`src/verilog/vfs_defines.vh`:
```
// Command codes, field positions, reset values and timing for the output fault supervisor
`ifndef VFS_DEFINES_VH
`define VFS_DEFINES_VH

`define VFS_CMD_CLEAR 8'h03
`define VFS_CMD_OV_LIMIT 8'h40
`define VFS_CMD_OV_RESP 8'h41
`define VFS_CMD_UV_LIMIT 8'h44
`define VFS_CMD_STATUS 8'h7a

`define VFS_STAT_OV_BIT 7
`define VFS_STAT_UV_BIT 4

`define VFS_BEH_BIT 7
`define VFS_RETRY_MSB 5
`define VFS_RETRY_LSB 3
`define VFS_DELAY_MSB 2
`define VFS_DELAY_LSB 0
`define VFS_RETRY_CONT 3'h7

`define VFS_OVR_RESET 8'h80
`define VFS_OV_NUM 32'h0000000b
`define VFS_OV_DEN 32'h0000000a
`define VFS_UV_NUM 32'h00000011
`define VFS_UV_DEN 32'h00000014

`define VFS_CLK_NS 5
`define VFS_RETRY_UNIT_NS 35000000

// Arbitrary bus address, not tied to any product
`define VFS_DEV_ADDR 7'h10
`define VFS_STRAP_SETTLE 2'h3
`define VFS_BYTE_BITS 4'h8
`define VFS_NO_DATA 8'hff

`endif

```
`src/verilog/vfs_supervisor.v`:
```
// Output voltage fault supervisor with serial command port and retry state machine
`include "vfs_defines.vh"

//Contract
//- Overvoltage threshold 16-bit RW, LSB 2^-13 V
//- Overvoltage threshold resets to 1.10 x strap
//- Undervoltage threshold 16-bit RW, LSB 2^-13 V
//- Undervoltage threshold resets to 0.85 x strap
//- Undervoltage ignored before good, ramping, disabled
//- Reaction byte RW, reset 80h or BFh
//- Behaviour 10/11 disables output, then retry
//- Fault drives alert low, sticky until clear
//- Retry 000 keeps output off until restart
//- Retry 111 restarts until off or fault
//- Retry spacing (delay+1) x 35ms
//- Spacing measured start to start
module vfs_supervisor #(
	parameter [6:0] DEV_ADDR = `VFS_DEV_ADDR,
	parameter [7:0] OVR_RESET = `VFS_OVR_RESET,
	parameter [31:0] RETRY_UNIT_CYCLES = `VFS_RETRY_UNIT_NS / `VFS_CLK_NS
) (
	input wire clk_sys,
	input wire reset_n,
	input wire pmb_scl,
	input wire pmb_sda_in,
	output reg pmb_sda_out,
	output reg pmb_sda_oe,
	input wire [15:0] setpoint_strap,
	input wire enable_pin,
	input wire operation_on,
	input wire bias_ok,
	input wire other_fault,
	input wire output_good_flag,
	input wire [15:0] vout_measured,
	output reg output_run,
	output reg alert_line_n
);

	localparam [2:0] S_IDLE = 3'h0;
	localparam [2:0] S_RX = 3'h1;
	localparam [2:0] S_RX_ACK = 3'h2;
	localparam [2:0] S_TX = 3'h3;
	localparam [2:0] S_TX_ACK = 3'h4;

	localparam [1:0] F_OFF = 2'h0;
	localparam [1:0] F_RUN = 2'h1;
	localparam [1:0] F_WAIT = 2'h2;
	localparam [1:0] F_HOLD = 2'h3;

	wire [18:0] sync_bus;
	wire scl_s;
	wire sda_s;
	wire en_s;
	wire [15:0] strap_s;

	vfs_sync2 #(
		.WIDTH(19)
	) u_sync (
		.clk_sys(clk_sys),
		.reset_n(reset_n),
		.async_in({pmb_scl, pmb_sda_in, enable_pin, setpoint_strap}),
		.sync_out(sync_bus)
	);

	assign scl_s = sync_bus[18];
	assign sda_s = sync_bus[17];
	assign en_s = sync_bus[16];
	assign strap_s = sync_bus[15:0];

	reg scl_d;
	reg sda_d;
	wire scl_rise = scl_s & ~scl_d;
	wire scl_fall = ~scl_s & scl_d;
	wire bus_start = scl_s & scl_d & sda_d & ~sda_s;
	wire bus_stop = scl_s & scl_d & ~sda_d & sda_s;

	reg [15:0] overvoltage_threshold;
	reg [7:0] overvoltage_reaction;
	reg [15:0] undervoltage_threshold;
	reg ov_flag;
	reg uv_flag;

	reg [2:0] link_state;
	reg [3:0] bit_cnt;
	reg [7:0] shreg;
	reg is_addr;
	reg rw;
	reg [1:0] byte_idx;
	reg tx_idx;
	reg [7:0] cmd;
	reg [7:0] wr_lo;
	reg clear_req;
	reg [1:0] settle_cnt;
	reg strap_done;

	// Default thresholds scaled from the captured strap; overflow saturates
	wire [31:0] ov_calc = ({16'h0000, strap_s} * `VFS_OV_NUM) / `VFS_OV_DEN;
	wire [31:0] uv_calc = ({16'h0000, strap_s} * `VFS_UV_NUM) / `VFS_UV_DEN;
	wire [15:0] ov_default = (|ov_calc[31:16]) ? 16'hffff : ov_calc[15:0];
	wire [15:0] uv_default = uv_calc[15:0];

	reg [15:0] rd_word;
	wire [7:0] rd_byte = tx_idx ? rd_word[15:8] : rd_word[7:0];
	wire [7:0] status_byte;

	assign status_byte = {ov_flag, 2'h0, uv_flag, 4'h0};

	always @* begin
		case (cmd)
			`VFS_CMD_OV_LIMIT: rd_word = overvoltage_threshold;
			`VFS_CMD_OV_RESP: rd_word = {8'h00, overvoltage_reaction};
			`VFS_CMD_UV_LIMIT: rd_word = undervoltage_threshold;
			`VFS_CMD_STATUS: rd_word = {8'h00, status_byte};
			default: rd_word = {`VFS_NO_DATA, `VFS_NO_DATA};
		endcase
	end

	// Serial command port; acts on edges of the sampled link clock
	always @(posedge clk_sys or negedge reset_n) begin
		if (!reset_n) begin
			scl_d <= 1'b1;
			sda_d <= 1'b1;
			link_state <= S_IDLE;
			bit_cnt <= 4'h0;
			shreg <= 8'h00;
			is_addr <= 1'b0;
			rw <= 1'b0;
			byte_idx <= 2'h0;
			tx_idx <= 1'b0;
			cmd <= 8'h00;
			wr_lo <= 8'h00;
			clear_req <= 1'b0;
			pmb_sda_out <= 1'b0;
			pmb_sda_oe <= 1'b0;
			overvoltage_threshold <= 16'h0000;
			undervoltage_threshold <= 16'h0000;
			overvoltage_reaction <= OVR_RESET;
			settle_cnt <= 2'h0;
			strap_done <= 1'b0;
		end else begin
			scl_d <= scl_s;
			sda_d <= sda_s;
			clear_req <= 1'b0;
			pmb_sda_out <= 1'b0;
			// Strap is sampled only once it has crossed the synchroniser
			if (!strap_done) begin
				if (settle_cnt == `VFS_STRAP_SETTLE) begin
					strap_done <= 1'b1;
					overvoltage_threshold <= ov_default;
					undervoltage_threshold <= uv_default;
				end else begin
					settle_cnt <= settle_cnt + 2'h1;
				end
			end
			if (bus_start) begin
				link_state <= S_RX;
				bit_cnt <= 4'h0;
				is_addr <= 1'b1;
				byte_idx <= 2'h0;
				pmb_sda_oe <= 1'b0;
			end else if (bus_stop) begin
				link_state <= S_IDLE;
				pmb_sda_oe <= 1'b0;
			end else begin
				case (link_state)
					S_IDLE: begin
						pmb_sda_oe <= 1'b0;
					end
					S_RX: begin
						if (scl_rise && bit_cnt != `VFS_BYTE_BITS) begin
							shreg <= {shreg[6:0], sda_s};
							bit_cnt <= bit_cnt + 4'h1;
						end else if (scl_fall && bit_cnt == `VFS_BYTE_BITS) begin
							bit_cnt <= 4'h0;
							if (is_addr) begin
								is_addr <= 1'b0;
								if (shreg[7:1] == DEV_ADDR) begin
									rw <= shreg[0];
									tx_idx <= 1'b0;
									pmb_sda_oe <= 1'b1;
									link_state <= S_RX_ACK;
								end else begin
									link_state <= S_IDLE;
								end
							end else begin
								pmb_sda_oe <= 1'b1;
								link_state <= S_RX_ACK;
								if (byte_idx != 2'h3) begin
									byte_idx <= byte_idx + 2'h1;
								end
								if (byte_idx == 2'h0) begin
									cmd <= shreg;
									if (shreg == `VFS_CMD_CLEAR) begin
										clear_req <= 1'b1;
									end
								end else if (byte_idx == 2'h1) begin
									wr_lo <= shreg;
									if (cmd == `VFS_CMD_OV_RESP) begin
										overvoltage_reaction <= shreg;
									end
								end else if (byte_idx == 2'h2) begin
									if (cmd == `VFS_CMD_OV_LIMIT) begin
										overvoltage_threshold <= {shreg, wr_lo};
									end
									if (cmd == `VFS_CMD_UV_LIMIT) begin
										undervoltage_threshold <= {shreg, wr_lo};
									end
								end
							end
						end
					end
					S_RX_ACK: begin
						if (scl_fall) begin
							if (rw) begin
								shreg <= rd_byte;
								pmb_sda_oe <= ~rd_byte[7];
								bit_cnt <= 4'h1;
								link_state <= S_TX;
							end else begin
								pmb_sda_oe <= 1'b0;
								link_state <= S_RX;
							end
						end
					end
					S_TX: begin
						if (scl_fall) begin
							if (bit_cnt == `VFS_BYTE_BITS) begin
								pmb_sda_oe <= 1'b0;
								link_state <= S_TX_ACK;
							end else begin
								pmb_sda_oe <= ~shreg[3'h7 - bit_cnt[2:0]];
								bit_cnt <= bit_cnt + 4'h1;
							end
						end
					end
					S_TX_ACK: begin
						if (scl_rise) begin
							tx_idx <= 1'b1;
							// Host NACK ends the read; wait for stop
							link_state <= sda_s ? S_IDLE : S_RX_ACK;
						end
					end
					default: begin
						link_state <= S_IDLE;
						pmb_sda_oe <= 1'b0;
					end
				endcase
			end
		end
	end

	// Fault response state machine
	reg [1:0] fault_state;
	reg [1:0] next_state;
	reg [31:0] start_timer;
	reg pg_seen;
	wire want_on = en_s & operation_on & bias_ok;
	wire stop_now = ~want_on | other_fault;
	wire running = (fault_state == F_RUN);
	wire ov_detect = running & (vout_measured > overvoltage_threshold);
	wire uv_detect = running & pg_seen & (vout_measured < undervoltage_threshold);
	wire ov_handled = ov_detect & overvoltage_reaction[`VFS_BEH_BIT];
	wire [2:0] retry_set = overvoltage_reaction[`VFS_RETRY_MSB:`VFS_RETRY_LSB];
	wire [2:0] retry_delay = overvoltage_reaction[`VFS_DELAY_MSB:`VFS_DELAY_LSB];
	wire [31:0] retry_interval = ({29'h0, retry_delay} + 32'h1) * RETRY_UNIT_CYCLES;
	wire next_ov = ov_detect | (ov_flag & ~clear_req);
	wire next_uv = uv_detect | (uv_flag & ~clear_req);

	always @* begin
		case (fault_state)
			F_OFF: next_state = stop_now ? F_OFF : F_RUN;
			F_RUN: begin
				if (stop_now) begin
					next_state = F_OFF;
				end else if (ov_handled) begin
					// Unused retry codes behave as no retry
					next_state = (retry_set == `VFS_RETRY_CONT) ? F_WAIT : F_HOLD;
				end else begin
					next_state = F_RUN;
				end
			end
			F_WAIT: begin
				if (stop_now) begin
					next_state = F_OFF;
				end else if (start_timer >= retry_interval - 32'h1) begin
					next_state = F_RUN;
				end else begin
					next_state = F_WAIT;
				end
			end
			F_HOLD: next_state = want_on ? F_HOLD : F_OFF;
			default: next_state = F_OFF;
		endcase
	end

	always @(posedge clk_sys or negedge reset_n) begin
		if (!reset_n) begin
			fault_state <= F_OFF;
			start_timer <= 32'h0;
			pg_seen <= 1'b0;
			ov_flag <= 1'b0;
			uv_flag <= 1'b0;
			output_run <= 1'b0;
			alert_line_n <= 1'b1;
		end else begin
			fault_state <= next_state;
			// Set wins over a clear arriving in the same cycle
			ov_flag <= next_ov;
			uv_flag <= next_uv;
			alert_line_n <= ~(next_ov | next_uv);
			output_run <= (next_state == F_RUN);
			// Timer restarts at every attempt start, not at the fault
			if (next_state == F_RUN && fault_state != F_RUN) begin
				start_timer <= 32'h0;
				pg_seen <= 1'b0;
			end else begin
				if (start_timer != 32'hffffffff) begin
					start_timer <= start_timer + 32'h1;
				end
				if (running && output_good_flag) begin
					pg_seen <= 1'b1;
				end
			end
		end
	end

endmodule

```
`src/verilog/vfs_sync2.v`:
```
// Two flip-flop synchroniser for inputs from outside the clk_sys domain
module vfs_sync2 #(
	parameter WIDTH = 1
) (
	input wire clk_sys,
	input wire reset_n,
	input wire [WIDTH-1:0] async_in,
	output reg [WIDTH-1:0] sync_out
);

	reg [WIDTH-1:0] meta;

	always @(posedge clk_sys or negedge reset_n) begin
		if (!reset_n) begin
			meta <= {WIDTH{1'b0}};
			sync_out <= {WIDTH{1'b0}};
		end else begin
			meta <= async_in;
			sync_out <= meta;
		end
	end

endmodule
```
`config.mk`:
```
export PLATFORM = sky130hd
export DESIGN_NAME = vfs_supervisor
export DESIGN_NICKNAME = d
export VERILOG_FILES = /design/src/verilog/vfs_supervisor.v /design/src/verilog/vfs_sync2.v
export VERILOG_INCLUDE_DIRS = /design/src /design/src/verilog
export SDC_FILE = /design/constraint.sdc
export NUM_CORES = 1
export LEC_CHECK = 0
export BUFFER_PORTS_ARGS = -buffer_cell sky130_fd_sc_hd__buf_2
export CAP_MARGIN = 20
export CORE_ASPECT_RATIO = 0.6
export CORE_UTILIZATION = 60
export CTS_CLUSTER_SIZE = 16
export DETAILED_ROUTE_END_ITERATION = 12
export GPL_TIMING_DRIVEN = 0
export PLACE_DENSITY = 0.77
export SLEW_MARGIN = 20
export SYNTH_ARGS = -nofsm -noshare
export SYNTH_HDL_FRONTEND = slang
export SYNTH_SLANG_ARGS = --single-unit
```
`constraint.sdc`:
```
create_clock -name clk_sys -period 17 [get_ports clk_sys]
set_input_delay 2.55 -clock clk_sys [delete_from_list [all_inputs] [get_ports clk_sys]]
set_output_delay 2.55 -clock clk_sys [all_outputs]
set_load 0.02 [all_outputs]
```
* Word level (Yosys, flattened, before mapping) *
Cells that the tools add are included.

word-level totals
  register bits = 160
  bits in latches = 0
  RAM bits = 0
  ROM bits = 0
  input bits = 41
  output and inout bits = 4
  word-level logic and storage cells = 260
  memories = 0

operators by class
  $add $sub $neg = 7
  multipliers = 3
  divide/modulo/power cells = 2
  magnitude comparators = 4
  equality and inequality tests = 48
  shift operators = 0
  mux-type cells = 106
  bitwise logic cells = 35
  reductions and logical operators = 28

operators with widths
  operator                                              count
  2-to-1 mux 16 bit                                     25
  2-to-1 mux 32 bit                                     2
  case mux 16 bit (4 select lines)                      1
  2-to-1 mux 1 bit                                      35
  adder 32 x 1 -> 32 bit (second input constant)        1
  divider 20 x 4 -> 32 bit (second input constant)      1
  divider 21 x 5 -> 32 bit (second input constant)      1
  equality test 8 x 7 -> 1 bit (second input constant)  4
  >= comparator 32 bit                                  1
  2-to-1 mux 4 bit                                      8
  2-to-1 mux 8 bit                                      4
  != test 32 bit (second input constant)                1
  != test 4 bit (second input constant)                 8
  2-to-1 mux 2 bit                                      15
  AND reduction 7 bit                                   4
  subtractor 27 x 1 -> 28 bit (second input constant)   1
  2-to-1 mux 3 bit                                      9
  != test 2 bit (second input constant)                 12
  multiplier 16 x 5 -> 21 bit (second input constant)   1
  multiplier 4 x 17 -> 21 bit (second input constant)   1
  multiplier 16 x 4 -> 20 bit (second input constant)   1
  != test 3 bit (second input constant)                 6
  AND reduction 6 bit                                   3
  > comparator 16 bit                                   1
  other kinds (36)                                      87

* Logic depth before layout (Yosys ltp) *
Gate-level depths: netlist (run 1).

  word-level depth = 16
  gate-level depth with buffers = 60

* Modules after synthesis *
From an unflattened synthesis (run 1), not the netlist that was laid out.

unflattened totals
  cell total of the unflattened synthesis = 2494
  area total of the unflattened synthesis = 19774.0 um^2

modules (own cells, without submodules)
  module          times used  cells an instance  area an instance (um^2)
  vfs_supervisor  1           2456               18823.1
  vfs_sync2       1           38                 950.9

* Worst setup path before layout (run 1) *
Ideal clock, no wire load.

  path kind = register -> register
  from = register u_sync.sync_out[1]
  to = register undervoltage_threshold[1]
  arrival = 13.533 ns
  slack = 3.372 ns
  cell stages (with the launch flop) = 55
  cells stage by stage = dfrtp_1 -> ha_1 -> ha_1 -> inv_1 -> fa_1 -> nand2b_1 -> a21o_1 -> a21o_1 -> a21oi_4 -> o21ai_0 -> a32o_1 -> o311a_1 -> o31ai_4 -> nor2_1 -> or4_1 -> a2111o_1 -> o21a_1 -> o32a_1 -> (+19 left out) -> buf_2 -> a2bb2oi_2 -> nand3_2 -> or3_1 -> and2_1 -> o41a_1 -> or3_1 -> o211a_2 -> a211oi_2 -> o21ai_2 -> a2111oi_4 -> nor4_1 -> a221o_2 -> nor2_4 -> mux2_2 -> o22ai_1 -> a311oi_1 -> o31ai_1

on the way
  word-level cells in the longest chain between the ends = 14

RTL lines
  element                                    line                  RTL
  start: declaration                         vfs_sync2.v:8         output reg [WIDTH-1:0] sync_out
  start signal: assignment                   vfs_sync2.v:16        sync_out <= {WIDTH{1'b0}};
  start signal: assignment                   vfs_sync2.v:19        sync_out <= meta;
  multiplier 16 x 5 -> 21 bit (no line) (*)  --
  divider 21 x 5 -> 32 bit (no line) (*)     --
  2-to-1 mux 16 bit (*)                      vfs_supervisor.v:147  if (settle_cnt == `VFS_STRAP_SETTLE) begin
  2-to-1 mux 16 bit (*)                      vfs_supervisor.v:146  if (!strap_done) begin
  2-to-1 mux 16 bit                          vfs_supervisor.v:205  if (cmd == `VFS_CMD_UV_LIMIT) begin
  2-to-1 mux 16 bit                          vfs_supervisor.v:201  end else if (byte_idx == 2'h2) begin
  2-to-1 mux 16 bit                          vfs_supervisor.v:196  end else if (byte_idx == 2'h1) begin
  2-to-1 mux 16 bit                          vfs_supervisor.v:191  if (byte_idx == 2'h0) begin
  2-to-1 mux 16 bit                          vfs_supervisor.v:175  if (is_addr) begin
  2-to-1 mux 16 bit                          vfs_supervisor.v:173  end else if (scl_fall && bit_cnt == `VFS_BYTE_BITS) begin
  2-to-1 mux 16 bit                          vfs_supervisor.v:170  if (scl_rise && bit_cnt != `VFS_BYTE_BITS) begin
  2-to-1 mux 16 bit                          vfs_supervisor.v:165  case (link_state)
  2-to-1 mux 16 bit                          vfs_supervisor.v:161  end else if (bus_stop) begin
  2-to-1 mux 16 bit (*)                      vfs_supervisor.v:155  if (bus_start) begin
  end signal: assignment                     vfs_supervisor.v:150  undervoltage_threshold <= uv_default;
  end signal: assignment                     vfs_supervisor.v:206  undervoltage_threshold <= {shreg, wr_lo};
  end: declaration                           vfs_supervisor.v:79   reg [15:0] undervoltage_threshold;

Mark *: on every way between the ends. The rest lies on a longest branch, timed or not.
A chain may end at the register's enable or synchronous reset.

* Final worst setup path (run 1) *
Same ends and word-level chain as after synthesis.

==> results of run 1 <==
-- sequential cells by signal (all words and copies together) (netlist names), 16 cells and up --
name                    cells
start_timer                32
u_sync.meta                19
overvoltage_threshold      16
undervoltage_threshold     16
u_sync.sync_out            19
-- path summary, 6_finish.rpt --
path                       cells after the start                                   to                         start  slack, ns
hold reg to reg                                0         u_sync.sync_out[2]$_DFF_PN0_      u_sync.meta[2]$_DFF_PN0_       0.35
hold / removal                                 0         u_sync.sync_out[2]$_DFF_PN0_      u_sync.meta[2]$_DFF_PN0_       0.35
setup / recovery                              55  undervoltage_threshold[1]$_DFF_PN0_  u_sync.sync_out[1]$_DFF_PN0_       0.51
setup reg to reg                              55  undervoltage_threshold[1]$_DFF_PN0_  u_sync.sync_out[1]$_DFF_PN0_       0.51
min in group asynchronous                      1          start_timer[15]$_DFFE_PN0P_                       reset_n       2.02
max in group asynchronous                      2                      sda_d$_DFF_PN1_                       reset_n      14.05
-- final cells by class --
type                       count  share of cell area [%]
multi-input combinational   2170                    70.1
sequential                   160                    18.5
tap                          450                    2.59
inverter                     149                    2.57
clock buffer                  19                    2.04
buffer                        95                    1.98
timing repair buffer          56                    1.64
clock inverter                13                   0.657
-- what timing repair did --
| item | CTS | global route |
|---|---|---|
| setup buffers | 0 | 12 |
| setup endpoints to repair | 0 | 4 |
| resized for setup | 0 | 41 |
-- metal layers --
layer	global-route usage [%]	vias to the layer above
li1	-	9625
met1	55.2	9689
met2	50.5	1095
met3	10.1	79
met4	6.08	2
met5	0	-
-- per-stage QoR --
step                utilization [%]  TNS (ns)  setup slack (ns)
floorplan                         -         0              3.37
global placement               63.6         0             0.486
detailed placement             63.8         0             0.225
CTS                            65.6         0             0.176
global route                   66.6   -0.0170           -0.0170
finish                         66.6         0             0.511
-- synthesized netlist by cell type, drive strengths merged (20+ instances only) --
library cell / n / area [um^2]
ha: 161 / 2010
o21ai: 178 / 906
mux2: 29 / 327
buf: 28 / 174
and2: 29 / 181
and3: 34 / 218
or3: 26 / 168
nor4: 30 / 221
nand2b: 35 / 219
a31oi: 20 / 125
nand2: 242 / 913
nor2b: 31 / 194
o211ai: 36 / 285
nor2: 248 / 948
or2: 30 / 188
mux2i: 32 / 333
nand4: 47 / 294
inv: 149 / 559
o21a: 20 / 150
nor3: 93 / 492
xor2: 67 / 594
nand3: 83 / 425
xnor2: 112 / 981
dfrtp: 156 / 3900
clkbuf: 68 / 256
a21oi: 175 / 902
fa: 21 / 420
a21o: 41 / 308
a211oi: 32 / 275
-- cells by family (layout without fill, tap and decap cells) --
| kind of cell | Yosys count | in the layout |
|---|---|---|
| buffers and inverters | 245 | 332 |
| xor gates and xnor gates | 180 | 180 |
| muxes | 63 | 63 |
| AOI/OAI and AO/OA | 749 | 749 |
| adders and majority gates | 190 | 190 |
| other | 1 | 1 |
| and+or+nand+nor | 987 | 987 |
| DFF | 160 | 160 |
==> results.md, run 1 <==
- The run finished with clean final reports.
- After synthesis, the mean cell area works out to 7.76 um^2.
- The H-tree was split into 4 levels.
- Across the run, the number of max-cap violations was 0.
- The number of nets handed over by synthesis was 2798.
- On the critical path, the stage with the largest delay is an instance of sky130_fd_sc_hd__or4_1.
- The worst relative slew slack is 28.9%.
- The floorplan die width is 238 um.
- The sum of overflow across all layers after global routing is 0.
- The netlist area before placement is 20000 um^2.
- The smallest clock period supported by the final layout is computed as 16.49 ns.
- The wire length on met3 is 7.66 mm.
- STA puts the critical path data required time at 17.32 ns.
- The layout has 2736 filler cells.
- The floorplan step defined a die boundary enclosing 34000 um^2.
- Row generation in the floorplan step produced 51 rows.
- In the final layout, flip-flops and latches occupy 4010 um^2.
- The post-synthesis xor/xnor area fraction is 8.00%.
- The chip height is 143 um.
- The wire length after detailed routing is 62.3 mm.
- Counting flops with an async set or reset pin after synthesis yields a share of 100%.
- Summed over all nets, wire length on met2 after detailed routing comes to 24.8 mm.
- The number of port buffers is 43.
- The worst hold margin is 0.346 ns.
- The cell area after placement is 20800 um^2.
- The most common library cell in the layout ignoring fill and taps is sky130_fd_sc_hd__nor2_1.
- The maximum buffer depth of the clock tree is 2.
- The family with the most delay on the worst path is compound AO/OA/AOI/OAI gates.
- After synthesis, the share of cell area in mux cells is 3.53%.
- The nature of the critical path endpoint is a flop.
- Summing the areas of all fa, ha and maj instances in the mapped netlist gives 12.6% of the synthesized area.
- Clock-pin slew was measured on the worst setup and hold paths at 0.07 ns.
- Setup violations remaining at the end of the flow were counted as 0.
- The final cell area excluding filler cells is 21700 um^2.
- Counting tap cells, the placed design contains a total of 3069 instances.
- In this run, synthesis produced a sequential element count of 160.
- The global router's overall resource usage is 36.2%.
- The number of global-route vias before repair is 18500.
- For the pin with the worst max-slew slack, the measured transition is 1.06 ns.
- Synthesis produced 2575 cells.
- The number of antenna diodes in the final layout is 0.
- The count of final hold-check violations is 0.
- The detailed-routing iteration count for the pre-antenna-repair pass is 8.
- After synthesis, flip-flops and latches occupy 20.1% of the total area.
- After detailed routing, no signal wire sits above met5.
- For this run, design rule violations remaining after detail routing come to 0.
- Excluding fillers, the count of instances in the completed layout stands at 3112.
- For this design the top-level I/O count stands at 45.
- TritonCTS built the clock tree.
- In this run, CTS created clock tree buffers numbering 17.
- The detailed router put a total of 29.2 mm of wire on met1.
- Across all layers, the routed design uses 20500 vias.
- After the first detailed-routing iteration, the DRC count stood at 2488.
- The initial antenna violation count was 1.
- The area growth from synthesis to layout is 8.76%.
- Cells with a size suffix above 1 make up 10.5% of the layout.
- In this run, synthesis inferred 0 flip-flops with an integrated enable.
- Summing all multi-input logic gate instances after layout gives 15200 um^2.
- The largest net degree at the start of global routing is 98.
- The final max-slew violation count is 0.
- The clock net in this run drives a total of 160 sinks.
- The synthesized netlist devotes 25.9% of its cell area to compound gates.
- For this run, the top clock speed supported by timing is 0.0606 GHz.
- The number of hold buffers added after CTS was 0.
- The estimated wirelength of the detail-placed design is 48.7 mm.
- The detail route stage leaves a number of antenna-violating nets equal to 0.
- The clock reaches the later pin of the worst-skew pair after 0.46 ns.
- In the final routed layout, each cell accounts on average for 20.0 um.
- The worst path uses 97.0% of the clock period.
- The maximum fanout count along the critical path is 10.
- The arrival time of data at the critical path endpoint is 16.81 ns.
- Routability-driven placement finished with a final weighted congestion of 1.00.
- In this run the clock root is driven by a sky130_fd_sc_hd__clkbuf_16.
- For this configuration, the core starts out at a cell density of 61.2%.
- The largest single stage delay on the critical path is 0.63 ns.
- Counting both buffers and inverters, the worst setup path holds a total of 7.
- The simple-gate portion of the synthesized area is 24.9%.
- The count of nets after finishing is 2872.
- The global-route wire length before repair is 98.9 mm.
- Among all flip-flop cells after synthesis, the most frequent one is sky130_fd_sc_hd__dfrtp_1.
- For the final database, setup skew stands at 0.0207 ns.
- The critical path in this run is classified as flop to flop.
- The startpoint kind of the worst setup timing path is a flop.
- The number of different library cells in the post-synthesis netlist is 125.
- Leaving out fill and tap cells, the most frequent cells in the layout are sky130_fd_sc_hd__nor2_1, sky130_fd_sc_hd__nand2_1, sky130_fd_sc_hd__a21oi_1.
- The path class of the tightest hold or removal check is flop to flop.
- For this run, the number of Yosys warnings is 0.
- By area, the combinational part of the netlist is dominated by compound AO/OA/AOI/OAI gates.
- In the routed layout, each cell is associated on average with a via count of 6.58.
- The floorplan step defined a core boundary enclosing 32600 um^2.
Power of run 1 is not shown: default switching activity piles up to over one toggle a cycle in this logic, so the estimate is an artifact.
==> run 2: changes to the inputs <==
--- a/config.mk
+++ b/config.mk
@@ -9,11 +9,10 @@
 export BUFFER_PORTS_ARGS = -buffer_cell sky130_fd_sc_hd__buf_2
 export CAP_MARGIN = 20
 export CORE_ASPECT_RATIO = 0.6
-export CORE_UTILIZATION = 60
+export CORE_UTILIZATION = 35
 export CTS_CLUSTER_SIZE = 16
 export DETAILED_ROUTE_END_ITERATION = 12
 export GPL_TIMING_DRIVEN = 0
-export PLACE_DENSITY = 0.77
 export SLEW_MARGIN = 20
 export SYNTH_ARGS = -nofsm -noshare
 export SYNTH_HDL_FRONTEND = slang
==> run 2 against run 1 <==
  * Flip-flop and latch count unchanged
  * Final area up 2.6%
  * Global-route usage fell by 14 points
==> results.md, run 2 (synthesis results as in run 1) <==
- The antenna diode instance count is 0 (unchanged).
- The number of buffers created by CTS was 17 (unchanged).
- The flip-flop count of the largest register, all copies and words added came to 32 (unchanged).
- The kind of critical path was flop to flop (unchanged).
- The capture endpoint of the worst hold path is u_sync.sync_out[5]$_DFF_PN0_ (was u_sync.sync_out[2]$_DFF_PN0_).
- The detailed-route via count is 20400 (was 20500).
- The clock tree from TritonCTS is done (unchanged).
- The number of cells traversed by the worst register-to-register path is 53 (was 55).
- The clock root buffer is sky130_fd_sc_hd__clkbuf_16 (unchanged).
- The number of antenna-violating nets in the routed design is 0 (unchanged).
- The worst-path cell with the longest stage delay was sky130_fd_sc_hd__or4b_2 (was sky130_fd_sc_hd__or4_1).
- The count of nets after finishing is 2878 (was 2872).
- The largest register by flop count is start_timer (unchanged).
- The transition time of the tightest slew-check pin is 1.07 ns (was 1.06 ns).
- The wire length after detailed routing is 66.1 mm (was 62.3 mm).
- The number of violations reported at the end of detailed-routing iteration 0 is 2338 (was 2488).
- The number of port buffers is 43 (unchanged).
- The required time of the worst setup path is 17.32 ns (about the same).
- The count of max-cap constraint violations was 0 (unchanged).
- The worst setup slack for register-to-register paths is 0.61 ns (was 0.51 ns).
- The placement row count was 67 (was 51).
- The floorplan die width came to 310 um (was 238 um).
- The maximum fanout count along the critical path is 10 (unchanged).
- The average via count per standard cell is 5.96 (was 6.58).
- The share of the cycle needed by the critical path after routing is 96.4% (was 97.0%).
- The area growth from synthesis to layout came to 11.6% (was 8.76%).
- The total I/O pin count was 45 (unchanged).
- Result of the run: finished, final reports clean (unchanged).
- The sum of overflow across all layers after global routing is 0 (unchanged).
- The maximum buffer depth of the clock tree is 2 (unchanged).
- The cell area after placement is 21200 um^2 (was 20800 um^2).
- The launch instance of the worst register-to-register path is u_sync.sync_out[4]$_DFF_PN0_ (was u_sync.sync_out[1]$_DFF_PN0_).
- The nature of the critical path endpoint is a flop (unchanged).
- Commonest cells after routing, fill and taps aside: sky130_fd_sc_hd__nor2_1, sky130_fd_sc_hd__nand2_1, sky130_fd_sc_hd__a21oi_1 (unchanged).
- The number of setup violations in the final report came to 0 (unchanged).
- The standard cell core area is 56100 um^2 (was 32600 um^2).
- The depth of the worst hold-timing path is 0 (unchanged).
- The global-route wire length before repair is 103 mm (was 98.9 mm).
- The initial antenna violation count was 0 (was 1).
- The most common library cell in the layout ignoring fill and taps is sky130_fd_sc_hd__nor2_1 (unchanged).
- The initial core utilization is 35.6% (was 61.2%).
- The largest incremental delay on the critical path is 0.76 ns (was 0.63 ns).
- The worst relative slew slack is 28.1% (was 28.9%).
- The routed length per placed instance is 19.3 um (was 20.0 um).
- The chip height is 187 um (was 143 um).
- The clock latency reported for the late side of the worst-skew pair came to 0.46 ns (about the same).
- The floorplan die area is 58100 um^2 (was 34000 um^2).
- The number of fill cells in the layout is 5700 (was 2736).
- The number of global-route vias before repair came to 18200 (was 18500).
- The estimated wirelength of the detail-placed design came to 52.4 mm (was 48.7 mm).
- The global placement routability congestion is 0.998 (was 1.00).
- The largest net degree at the start of global routing is 96 (was 98).
- The count of final hold-check violations came to 0 (unchanged).
- The type of the tightest min-delay check was flop to flop (unchanged).
- The detailed-routing iteration count for the pre-antenna-repair pass is 6 (was 8).
- The final max-slew violation count is 0 (unchanged).
- The number of H-tree branching levels is 4 (unchanged).
- The final clock skew was 0.0193 ns (was 0.0207 ns).
- The arrival time of data at the critical path endpoint is 16.71 ns (was 16.81 ns).
- The total DRC errors in the routed layout is 0 (unchanged).
- The number of sinks handled by clock tree synthesis is 160 (unchanged).
- The global router's overall resource usage is 22.2% (was 36.2%).
- The layout cell share with drive strength beyond 1 is 11.1% (was 10.5%).
- The startpoint kind of the worst setup timing path is a flop (unchanged).
- The maximum frequency from static timing analysis is 0.0610 GHz (was 0.0606 GHz).
- The final cell area excluding filler cells came to 22300 um^2 (was 21700 um^2).
- The post-route minimum period is 16.39 ns (was 16.49 ns).
- The number of hold buffers added after cts was 0 (unchanged).
- The startpoint of the worst hold path is u_sync.meta[5]$_DFF_PN0_ (was u_sync.meta[2]$_DFF_PN0_).
- The clock input transition at the sequential cells of the worst setup and hold paths is 0.09 ns (was 0.07 ns).
- The capture instance of the worst register-to-register path is undervoltage_threshold[1]$_DFF_PN0_ (unchanged).
- Biggest registers after layout: start_timer x32, u_sync.meta x19, u_sync.sync_out x19 (unchanged).
-- run 2: per-stage QoR --
stage / util (%) / hold WS [ns] / worst slack [ns] / TNS, ns / std cells
finish: 39.7 / 0.348 / 0.607 / 0 / 3427
global route: 39.7 / 0.356 / -0.0512 / -0.0512 / 3427
CTS: 39.0 / 0.349 / 0.0472 / 0 / 3411
detailed placement: 37.8 / 0.336 / -0.255 / -0.414 / 3378
global placement: 37.7 / 0.331 / -0.0950 / -0.0950 / 3377
floorplan: - / 0.331 / 3.37 / 0 / 2575
-- run 2: per-layer routing --
| layer | wire length [um] | GRT usage [%] | vias to the layer above |
|---|---|---|---|
| li1 | - | - | 9636 |
| met2 | 25000 | 28.0 | 956 |
| met5 | 0 | 0 | - |
| met4 | 491 | 2.92 | 0 |
| met1 | 33700 | 37.0 | 9777 |
| met3 | 6930 | 5.20 | 49 |
-- run 2: cell type report --
class	count	area [um^2]	share of cell area, %
repair buffers	62	388	1.74
multi-input cells	2170	15300	68.8
inverters	149	559	2.51
clock buffers	18	429	1.93
plain buffers	95	430	1.93
clock inverters	14	188	0.842
flip-flops and latches	160	4010	18.0
well taps	759	950	4.26
-- run 2: critical path: cells and delay by family, from the launching register on --
| family | cells | cell delay [ns] |
|---|---|---|
| AND/OR/NAND/NOR | 13 | 4.11 |
| AO/OA/AOI/OAI | 28 | 8.50 |
| flip-flops | 1 | 0.52 |
| XOR/XNOR | 3 | 0.88 |
| adder cells (fa/ha/maj) | 2 | 0.65 |
| buffers and inverters | 6 | 1.18 |
| multiplexers | 1 | 0.39 |
-- run 2: worst max-delay path by stage --
stage	from	to	slack, ns	depth (start not counted)
global route	u_sync.sync_out[1]$_DFF_PN0_	undervoltage_threshold[1]$_DFF_PN0_	-0.05	56
detailed placement	u_sync.sync_out[4]$_DFF_PN0_	undervoltage_threshold[1]$_DFF_PN0_	-0.25	48
floorplan	u_sync.sync_out[1]$_DFF_PN0_	undervoltage_threshold[1]$_DFF_PN0_	3.37	54
finish	u_sync.sync_out[4]$_DFF_PN0_	undervoltage_threshold[1]$_DFF_PN0_	0.61	53
CTS	u_sync.sync_out[4]$_DFF_PN0_	undervoltage_threshold[1]$_DFF_PN0_	0.05	51
global placement	u_sync.sync_out[3]$_DFF_PN0_	undervoltage_threshold[1]$_DFF_PN0_	-0.1	47
-- run 2: timing repair --
item / 4_1_cts / 5_1_grt
resized for setup: 7 / 51
buffers inserted: 1 / 17
setup endpoints to repair: 2 / 4
pin swaps: 1 / 13
Power of run 2 is left out for the same reason.
